==> config.mk <==
export PLATFORM = sky130hd
export DESIGN_NAME = radio_rx_enable_and_irq_masks
export DESIGN_NICKNAME = d
export VERILOG_FILES = /design/src/radio_rx_pkg.sv /design/src/radio_rx_enable_and_irq_masks.sv
export SDC_FILE = /design/constraint.sdc
export NUM_CORES = 1
export LEC_CHECK = 0
export ABC_AREA = 1
export BUFFER_PORTS_ARGS = -buffer_cell sky130_fd_sc_hd__clkbuf_2
export CAP_MARGIN = 10
export CORE_UTILIZATION = 43
export DETAILED_ROUTE_END_ITERATION = 10
export PLACE_DENSITY = 0.81
export SKIP_LAST_GASP = 1
export SLEW_MARGIN = 15
export SYNTH_ARGS = -nofsm -noshare
export SYNTH_HDL_FRONTEND = slang
export SYNTH_SLANG_ARGS = --single-unit
==> constraint.sdc <==
create_clock -name clk_in -period 1.4 [get_ports clk_in]
set_clock_uncertainty 0.2 [all_clocks]
set_input_delay 0.28 -clock clk_in [delete_from_list [all_inputs] [get_ports clk_in]]
set_output_delay 0.28 -clock clk_in [all_outputs]
set_load 0.05 [all_outputs]
==> src/radio_rx_pkg.sv <==
// constants and types shared by the receive-enable and interrupt-mask register bank
package radio_rx_pkg;
   // register indices; the byte address on the bus is four times the index
   localparam logic [15:0] IDX_FRAME_OPTS  = 16'h618A;
   localparam logic [15:0] IDX_RX_MASK     = 16'h618B;
   localparam logic [15:0] IDX_MASK_SET    = 16'h618C;
   localparam logic [15:0] IDX_MASK_CLR    = 16'h618D;
   localparam logic [15:0] IDX_IRQ_MASK_LO = 16'h61A3;
   localparam logic [15:0] IDX_IRQ_MASK_HI = 16'h61A4;
   localparam logic [15:0] IDX_IRQ_STAT_LO = 16'h61B0;
   localparam logic [15:0] IDX_IRQ_STAT_HI = 16'h61B1;
   localparam logic [15:0] IDX_RX_CTRL     = 16'h61B2;
   // bus geometry
   localparam int          ADR_W           = 18;
   // frame handling option bits
   localparam int          BIT_PEND_OVR    = 2;
   localparam int          BIT_SKIP_UNDER  = 1;
   localparam int          BIT_ARM_RX_TX   = 0;
   localparam logic [2:0]  FRAME_OPTS_RST  = 3'h1;
   // receive-enable mask bits touched by strobes
   localparam int          BIT_RX_ON       = 7;
   localparam int          BIT_TX_ON       = 6;
   localparam int          BIT_MASK5       = 5;
   localparam logic [7:0]  RX_MASK_RST     = 8'h00;
   // interrupt sources: bits 6:0 low byte, bit 7 mask emptied, 13:8 high byte 5:0
   localparam int          IRQ_W           = 15;
   localparam int          BIT_MASK_EMPTY  = 7;
   localparam logic [14:0] IRQ_IMPL        = 15'h3FFF;
   localparam logic [14:0] IRQ_RST         = 15'h0000;
   // receive modes
   localparam logic [1:0]  RX_MODE_NORMAL  = 2'h0;
   localparam logic [1:0]  RX_MODE_LOOP    = 2'h2;
   localparam logic [1:0]  RX_MODE_NOSYNC  = 2'h3;

   typedef struct packed {
      logic rx_on;
      logic tx_on;
      logic rf_off;
      logic bit5_set;
      logic bit5_clr;
   } strobes_s;

   typedef struct packed {
      logic [6:0] lo;
      logic [5:0] hi;
   } irq_src_s;

   typedef struct packed {
      logic idle;
      logic tx_done;
      logic ack_done;
   } fsm_state_s;
endpackage : radio_rx_pkg

==> src/radio_rx_enable_and_irq_masks.sv <==
// receive-enable mask, frame handling options and radio interrupt masks behind a wishbone slave
//
// Our own choice: register access over Wishbone.
`timescale 1ns/1ps
module radio_rx_enable_and_irq_masks (
   // clock and reset
   input  wire logic                           clk_in,
   input  wire logic                           rst_in,
   // wishbone slave
   input  wire logic                           wb_cyc_in,
   input  wire logic                           wb_stb_in,
   input  wire logic                           wb_we_in,
   input  wire logic [radio_rx_pkg::ADR_W-1:0] wb_adr_in,
   input  wire logic [3:0]                     wb_sel_in,
   input  wire logic [31:0]                    wb_dat_in,
   output logic      [31:0]                    wb_dat_out,
   output logic                                wb_ack_out,
   // strobes from the command strobe processor
   input  wire radio_rx_pkg::strobes_s         strobes_in,
   // main state machine and transmitter status
   input  wire radio_rx_pkg::fsm_state_s       fsm_in,
   input  wire logic                           fsm_pending_in,
   input  wire logic                           tx_underflow_in,
   // raw interrupt sources
   input  wire radio_rx_pkg::irq_src_s         irq_src_in,
   // controls towards the radio
   output logic                                ack_pending_out,
   output logic                                tx_abort_out,
   output logic                                receiver_on_out,
   output logic                                rx_to_fifo_out,
   output logic                                rx_ignore_overflow_out,
   output logic                                symbol_search_off_out,
   output logic      [7:0]                     receive_enable_mask_out,
   // interrupt
   output logic                                irq_out
);

   logic [2:0]                     opts_q;
   logic [2:0]                     opts_d;
   logic [7:0]                     rx_mask_q;
   logic [7:0]                     rx_mask_d;
   logic [14:0]                    irq_mask_q;
   logic [14:0]                    irq_mask_d;
   logic [14:0]                    irq_stat_q;
   logic [14:0]                    irq_stat_d;
   logic [1:0]                     rx_mode_q;
   logic [1:0]                     rx_mode_d;
   logic                           ack_q;
   logic                           ack_d;
   logic [31:0]                    rdat_q;
   logic [31:0]                    rdat_d;
   logic                           pend_q;
   logic                           pend_d;
   logic                           abort_q;
   logic                           abort_d;
   logic                           rx_on_q;
   logic                           rx_on_d;
   logic [2:0]                     mode_out_q;
   logic [2:0]                     mode_out_d;
   logic                           irq_q;
   logic                           irq_d;

   logic                           wr;
   logic [15:0]                    idx;
   logic [7:0]                     wbyte;
   logic [7:0]                     csp_mask;
   logic [7:0]                     cpu_touch;
   logic [7:0]                     cpu_val;
   logic [14:0]                    events;
   logic [14:0]                    clr_bits;

   assign idx   = wb_adr_in[radio_rx_pkg::ADR_W-1:2];
   assign wbyte = wb_dat_in[7:0];
   // a request is served once; the ack cycle itself does not repeat the write
   assign wr    = wb_cyc_in && wb_stb_in && wb_we_in && wb_sel_in[0] && !ack_q;

   // bus handshake and read data
   always_comb begin
      ack_d  = wb_cyc_in && wb_stb_in && !ack_q;
      rdat_d = 32'h0000_0000;
      unique case (idx)
         radio_rx_pkg::IDX_FRAME_OPTS:  rdat_d[2:0] = opts_q;
         radio_rx_pkg::IDX_RX_MASK:     rdat_d[7:0] = rx_mask_q;
         radio_rx_pkg::IDX_IRQ_MASK_LO: rdat_d[7:0] = irq_mask_q[7:0];
         radio_rx_pkg::IDX_IRQ_MASK_HI: rdat_d[6:0] = irq_mask_q[14:8];
         radio_rx_pkg::IDX_IRQ_STAT_LO: rdat_d[7:0] = irq_stat_q[7:0];
         radio_rx_pkg::IDX_IRQ_STAT_HI: rdat_d[6:0] = irq_stat_q[14:8];
         radio_rx_pkg::IDX_RX_CTRL:     rdat_d[1:0] = rx_mode_q;
         default:                       rdat_d      = 32'h0000_0000;
      endcase
      if (!ack_d) begin
         rdat_d = 32'h0000_0000;
      end
   end

   // option bits and receive mode
   always_comb begin
      opts_d    = opts_q;
      rx_mode_d = rx_mode_q;
      if (wr && idx == radio_rx_pkg::IDX_FRAME_OPTS) begin
         opts_d = wbyte[2:0];
      end
      if (wr && idx == radio_rx_pkg::IDX_RX_CTRL) begin
         rx_mode_d = wbyte[1:0];
      end
   end

   // receive-enable mask: strobe path first, bus ports override on the bits they touch
   always_comb begin
      csp_mask = rx_mask_q;
      if (strobes_in.rx_on) begin
         csp_mask[radio_rx_pkg::BIT_RX_ON] = 1'b1;
      end
      if (strobes_in.tx_on && opts_q[radio_rx_pkg::BIT_ARM_RX_TX]) begin
         csp_mask[radio_rx_pkg::BIT_TX_ON] = 1'b1;
      end
      if (strobes_in.bit5_set) begin
         csp_mask[radio_rx_pkg::BIT_MASK5] = 1'b1;
      end
      if (strobes_in.bit5_clr) begin
         csp_mask[radio_rx_pkg::BIT_MASK5] = 1'b0;
      end
      if (strobes_in.rf_off) begin
         csp_mask = 8'h00;
      end
      cpu_touch = 8'h00;
      cpu_val   = 8'h00;
      if (wr && idx == radio_rx_pkg::IDX_MASK_SET) begin
         cpu_touch = wbyte;
         cpu_val   = 8'hFF;
      end
      if (wr && idx == radio_rx_pkg::IDX_MASK_CLR) begin
         cpu_touch = wbyte;
         cpu_val   = 8'h00;
      end
      // untouched bits keep the strobe result, touched bits take the bus value
      rx_mask_d = (cpu_touch & cpu_val) | (~cpu_touch & csp_mask);
   end

   // interrupt masks, sticky status with write-one-to-clear, set wins over clear
   always_comb begin
      irq_mask_d = irq_mask_q;
      if (wr && idx == radio_rx_pkg::IDX_IRQ_MASK_LO) begin
         irq_mask_d[7:0] = wbyte;
      end
      if (wr && idx == radio_rx_pkg::IDX_IRQ_MASK_HI) begin
         irq_mask_d[14:8] = wbyte[6:0];
      end
      irq_mask_d = irq_mask_d & radio_rx_pkg::IRQ_IMPL;
      events     = {1'b0, irq_src_in.hi, 1'b0, irq_src_in.lo};
      events[radio_rx_pkg::BIT_MASK_EMPTY] = (rx_mask_q != 8'h00) && (rx_mask_d == 8'h00);
      clr_bits = 15'h0000;
      if (wr && idx == radio_rx_pkg::IDX_IRQ_STAT_LO) begin
         clr_bits[7:0] = wbyte;
      end
      if (wr && idx == radio_rx_pkg::IDX_IRQ_STAT_HI) begin
         clr_bits[14:8] = wbyte[6:0];
      end
      irq_stat_d = ((irq_stat_q & ~clr_bits) | events) & radio_rx_pkg::IRQ_IMPL;
      irq_d      = |(irq_stat_q & irq_mask_q);
   end

   // controls towards the radio
   always_comb begin
      pend_d  = opts_q[radio_rx_pkg::BIT_PEND_OVR] | fsm_pending_in;
      // when skipped, the transmitter runs on to the frame length with no abort
      abort_d = tx_underflow_in && !opts_q[radio_rx_pkg::BIT_SKIP_UNDER];
      rx_on_d = (rx_mask_q != 8'h00) && (fsm_in.idle || fsm_in.tx_done || fsm_in.ack_done);
      mode_out_d = {rx_mode_q == radio_rx_pkg::RX_MODE_NORMAL,
                    rx_mode_q == radio_rx_pkg::RX_MODE_LOOP,
                    rx_mode_q == radio_rx_pkg::RX_MODE_NOSYNC};
   end

   always_ff @(posedge clk_in) begin
      if (rst_in) begin
         opts_q     <= radio_rx_pkg::FRAME_OPTS_RST;
         rx_mask_q  <= radio_rx_pkg::RX_MASK_RST;
         irq_mask_q <= radio_rx_pkg::IRQ_RST;
         irq_stat_q <= radio_rx_pkg::IRQ_RST;
         rx_mode_q  <= radio_rx_pkg::RX_MODE_NORMAL;
         ack_q      <= 1'b0;
         rdat_q     <= 32'h0000_0000;
         pend_q     <= 1'b0;
         abort_q    <= 1'b0;
         rx_on_q    <= 1'b0;
         mode_out_q <= 3'h4;
         irq_q      <= 1'b0;
      end else begin
         opts_q     <= opts_d;
         rx_mask_q  <= rx_mask_d;
         irq_mask_q <= irq_mask_d;
         irq_stat_q <= irq_stat_d;
         rx_mode_q  <= rx_mode_d;
         ack_q      <= ack_d;
         rdat_q     <= rdat_d;
         pend_q     <= pend_d;
         abort_q    <= abort_d;
         rx_on_q    <= rx_on_d;
         mode_out_q <= mode_out_d;
         irq_q      <= irq_d;
      end
   end

   assign wb_ack_out              = ack_q;
   assign wb_dat_out              = rdat_q;
   assign ack_pending_out         = pend_q;
   assign tx_abort_out            = abort_q;
   assign receiver_on_out         = rx_on_q;
   assign rx_to_fifo_out          = mode_out_q[2];
   assign rx_ignore_overflow_out  = mode_out_q[1];
   assign symbol_search_off_out   = mode_out_q[0];
   assign receive_enable_mask_out = rx_mask_q;
   assign irq_out                 = irq_q;

endmodule : radio_rx_enable_and_irq_masks

== Word level (Yosys, flattened, before mapping) ==
Index checks and enable logic that the tools add are counted.
Operators by class
  shift-type cells: 0
  div/mod/pow operators: 0
  eq/ne operators: 11
  magnitude comparators: 0
  add/sub/neg operators: 0
  bitwise operators: 10
  multipliers: 0
  reduce and logical (&&, ||, !) cells: 26
  multiplexer cells: 15
Operators with widths (number)
  $eq 16x15->1 const B: 9
  $mux 8: 6
  $pmux 4 s5: 1
  $logic_and 1x1->1: 17
  $and 8x8->8: 2
  $and 14x15->15: 1
  $reduce_or 15->1: 1
  $and 14x14->14: 1
  $not 14->14: 1
  $or 14x14->14: 1
  $pmux 2 s7: 1
  $logic_not 8->1: 1
  $not 8->8: 1
  $or 8x8->8: 1
  $reduce_bool 8->1: 1
  $mux 6: 1
  $pmux 1 s6: 1
  $eq 2x2->1 const B: 2
  $mux 1: 4
  $pmux 1 s3: 1
  $logic_not 1->1: 2
  $logic_not 2->1: 1
  $logic_or 1x1->1: 2
  $reduce_or 2->1: 1
  other kinds (2): 2
Storage, ports and cells
  memory bits (writable): 0
  input port bits: 82
  output and inout port bits: 48
  memory bits (read-only): 0
  word-level logic and storage cells: 77
  register bits: 82
  latch bits: 0
  memories: 0

== Depth between registers and ports, before layout ==
  depth in word-level cells: 13
  mapped depth: 13
  mapped depth without buffers: 13

== Worst setup path after synthesis ==
No wires, ideal clock.
  kind: flip-flop to flip-flop
  from: register ack_q, in the netlist wb_ack_out
  to: register irq_stat_q[7]
  path buffers: 1
  data required time: 1.130 ns
  stages on the path, launching flop included: 12
  setup slack: -0.378 ns
  arrival: 1.507 ns
  setup time: 0.070 ns
  clock period less this slack: 1.778 ns
  cells stage by stage: dfxtp_1 -> nor2_2 -> nand2_2 -> nor2_4 -> buf_6 -> nand3_1 -> nand2_1 -> nand2_1 -> nand2_1 -> nor2_1 -> nand3_1 -> a21oi_1
On the way
  word-level cells in the longest chain between the ends: 11
  elaborated cells between the ends (all ways): 19
  classes of those cells: 5 x mux; 7 x bitwise; 7 x reduce/logical
RTL lines
  start, declared: line radio_rx_enable_and_irq_masks.sv:48  | logic ack_q;
  start signal, assigned: line radio_rx_enable_and_irq_masks.sv:194  | ack_q <= ack_d;
  $logic_not 1->1 *: line radio_rx_enable_and_irq_masks.sv:75  | assign wr = wb_cyc_in && wb_stb_in && wb_we_in && wb_sel_in[0] && !ack_q;
  $logic_and 1x1->1 *: line radio_rx_enable_and_irq_masks.sv:75
  $logic_and 1x1->1: line radio_rx_enable_and_irq_masks.sv:128  | if (wr && idx == radio_rx_pkg::IDX_MASK_SET) begin
  $mux 8: line radio_rx_enable_and_irq_masks.sv:128
  $mux 8: line radio_rx_enable_and_irq_masks.sv:132  | if (wr && idx == radio_rx_pkg::IDX_MASK_CLR) begin
  $not 8->8: line radio_rx_enable_and_irq_masks.sv:137  | rx_mask_d = (cpu_touch & cpu_val) | (~cpu_touch & csp_mask);
  $and 8x8->8: line radio_rx_enable_and_irq_masks.sv:137
  $or 8x8->8: line radio_rx_enable_and_irq_masks.sv:137
  $logic_not 8->1: line radio_rx_enable_and_irq_masks.sv:151  | events[radio_rx_pkg::BIT_MASK_EMPTY] = (rx_mask_q != 8'h00) && (rx_mask_d == 8'h00);
  $logic_and 1x1->1: line radio_rx_enable_and_irq_masks.sv:151
  $or 14x14->14 *: line radio_rx_enable_and_irq_masks.sv:159  | irq_stat_d = ((irq_stat_q & ~clr_bits) | events) & radio_rx_pkg::IRQ_IMPL;
  end signal, assigned: line radio_rx_enable_and_irq_masks.sv:179  | irq_stat_q <= radio_rx_pkg::IRQ_RST;
  end signal, assigned: line radio_rx_enable_and_irq_masks.sv:192  | irq_stat_q <= irq_stat_d;
  end, declared: line radio_rx_enable_and_irq_masks.sv:44  | logic [14:0] irq_stat_q;
Every way passes the cells marked *; elsewhere a longest branch is shown, timed or not.
A chain may end at the register's enable or synchronous reset.

== Worst setup path in the final report ==
Ends and elaborated chain as after synthesis.

==> summary.md <==
| Metric | Value |
|---|---|
| RSZ-0062 raised after global routing | `true` |
| CTS tree | `done` |
| CTS Root Cell | `clkbuf_8` |
| IO Count | `130` |
| CP arrival | `1720 ps` |
| CTS H-tree lvls | `3` |
| Layout fillers | `462` |
| Post-DRT Antenna Nets | `0` |
| Final Hold Violating Endpoints | `0` |
| DR iter-0 viols | `254` |
| Largest net degree at the start of global routing | `29` |
| PD cells | `854 mW/mm^2` |
| Final worst-path cycle share | `1.18` |
| Worst path cell trace | `nor2_4 > nand2_4 > nor2_4 > buf_12 > nand3_1 > nand2_1 > nand2_1 > nor2_1 > nand3_1 > a21oi_2` |
| Clk_lat worst skew | `340 ps` |
| Longest Clk Path Bufs | `2` |
| Most numerous cell in the Yosys netlist | `nand2_1` |
| Via density | `5.17` |
| Routability-driven placement congestion ratio | `0.909` |
| Main synth FF type | `dfxtp_1` |
| Slowest stage cell, crit path | `dfxtp_4` |
| Area grow syn2layout | `57.3%` |
| Crit. End Element | `flip-flop` |
| Post-route minimum period | `1650 ps` |
| Row Count | `29` |
| Initial Util | `0.451` |
| Chip height | `84.1 um` |
| Failing checks | `DRC, setup timing` |
| FMAX | `607 MHz` |
| Initial antenna violation count | `0` |
| FF/Latch Area | `0.00116 sq mm` |
| Commonest cells in the netlist | `63 x nand2_1, 60 x inv_1, 57 x dfxtp_1` |
| Synth cell types | `35` |
| Largest cells by area after synthesis | `dfxtp_1 39%, nand2_1 8.2%, inv_1 7.8%, a21oi_1 7.4%, buf_4 6.2%` |
| Pre-Repair DR Iteration Count | `8` |
| Die width | `84.1 um` |
| Number of diodes | `0` |
| Final net count | `630` |
| Total Neg Setup Slack | `-6030 ps` |
| Synth area leader | `dfxtp_1` |
| Area of the multi-input gates | `0.00161 sq mm` |
| Port-buffer cells | `76` |
| Total of max-cap violations | `0` |
| Vias in the first global route | `2975` |
| Cell Area, Synth | `0.00290 sq mm` |
| WL per Instance | `14.7 um` |
| Core area | `0.00642 sq mm` |
| Slowest stage delay, CP | `350 ps` |
| Top cell type's share of synthesized area | `0.394` |
| Clock Sinks | `57` |
| Synth Instances | `401` |
| Hold slack final | `31.1 ps` |
| Final worst slack | `-247 ps` |
| LEAKAGE | `0.00216 uW` |
| Cts bufs inserted | `9` |
| Slew Viols, Final | `0` |
| EDFF count, synth | `0` |
| Total grt overflow | `0` |
| CP Class | `flip-flop to flip-flop` |
| Reg clk slew, reported paths | `70 ps` |
| Post-Syn Area per Cell | `7.23 sq um` |
| Final setup vio count | `54` |
| DPL Wire Length | `5.94 mm` |
| Total GRT Usage | `0.249` |
| Post-synth ARST share | `0` |
| Status | `finished, violations left` |
| Crit path max fanout | `10` |
| Register area share after synthesis | `0.394` |
| Total power | `3890 uW` |
| Routed vias | `3254` |
| Global-route wire length before repair | `14.0 mm` |
| Worst Setup Start Kind | `flip-flop` |
| Share of layout cells above drive strength 1 | `0.421` |
| Die area | `0.00707 sq mm` |
| HP Class | `input port to flip-flop` |
| Placed Area | `0.00366 sq mm` |
| # DRC | `10` |
| VDD IR-drop max | `589 uV` |
| Yosys reg bits | `57` |
| Post-Route WL | `9.23 mm` |
| Critical path required time | `1470 ps` |
| Synth warn | `0` |
| Fin util | `0.710` |
| Cell area after layout | `0.00456 sq mm` |
[layout make-up]
cell class	instances	share of cell area
Multi-Input combinational cell	270	0.352
Timing Repair Buffer	144	0.265
Sequential cell	57	0.254
Inverter	66	0.0626
Clock buffer	11	0.0332
Tap cell	77	0.0211
Clock inverter	5	0.0118
[final timing paths]
path | from | end | slack, ps | cells past startpoint
min | wb_dat_in[7] | irq_mask_q[7] | 30 | 3
max reg2reg | wb_ack_out | irq_stat_q[7] | -250 | 10
max | wb_ack_out | irq_stat_q[7] | -250 | 10
min reg2reg | opts_q[1] | tx_abort_out | 270 | 1
[power breakdown]
part,switching (uW),total (uW),internal [uW]
Sequential,36.5,1690,1660
Clock,691,1600,912
Combinational,381,595,214
Total,1110,3890,2780
[sequential cells by signal, indices dropped and copies added, names as in the netlist]
name	count
receive_enable_mask_out	8
wb_dat_out	8
ack_pending_out	1
irq_stat_q	14
irq_out	1
wb_ack_out	1
rx_mode_q	2
opts_q	3
receiver_on_out	1
irq_mask_q	14
mode_out_q	3
tx_abort_out	1
[logic make-up (layout without fill, tap and decap cells)]
family | after synthesis | after routing | share of synthesized area
buffers and inverters | 98 | 226 | 0.166
other | 1 | 24 | 0.00129
and+or+nand+nor | 144 | 145 | 0.243
AOI/OAI and AO/OA | 101 | 101 | 0.196
DFF | 57 | 57 | 0.394
[critical path, delay by kind of cell, from the launching register on]
family                 cells  cell delay, ps
DFF                        1             350
and+or+nand+nor            8             760
AOI/OAI and AO/OA          1             140
buffers and inverters      1             140
[routing by layer]
| layer | track usage | vias to the layer above | wire [um] |
|---|---|---|---|
| met5 | 0 | - | 0 |
| met4 | 0.107 | 0 | 270 |
| met3 | 0.0376 | 26 | 718 |
| met2 | 0.427 | 189 | 4610 |
| met1 | 0.310 | 1480 | 3630 |
| li1 | - | 1559 | - |
[through the flow]
stage / std cells / setup slack, ps
6_report: 630 / -247
5_1_grt: 630 / -315
4_1_cts: 621 / -168
3_5_place_dp: 587 / -531
3_3_place_gp: 587 / -477
2_1_floorplan: 424 / -172
[cells in the final DEF (no fill, tap or decap), types with 4 or more instances in the layout]
master,count
nand2_1,56
inv_1,51
clkbuf_2,51
dfxtp_1,48
buf_4,40
a21oi_1,37
nor2_1,28
conb_1,24
nand3_1,15
dlygate4sd3_1,15
o21ai_0,14
clkbuf_8,14
o21ai_2,13
clkbuf_4,11
o21ai_1,10
inv_2,9
nor2_4,8
nor2_2,7
nand2_2,7
buf_6,7
dfxtp_2,7
a21oi_2,6
clkbuf_16,6
nand2_4,5
buf_12,5
nand3_4,4
a221oi_1,4
buf_2,4
[what timing repair did]
item                                    in CTS  in global routing
hold buffers                                15                  0
gates cloned                                 0                  1
hold endpoints to repair                    15                  0
endpoints found under the setup margin      67                 63
pin swaps                                   21                 11
buffers inserted                             3                  8
gates resized for setup                     94                 27
No activity file was read; power rests on OpenSTA's default activity.
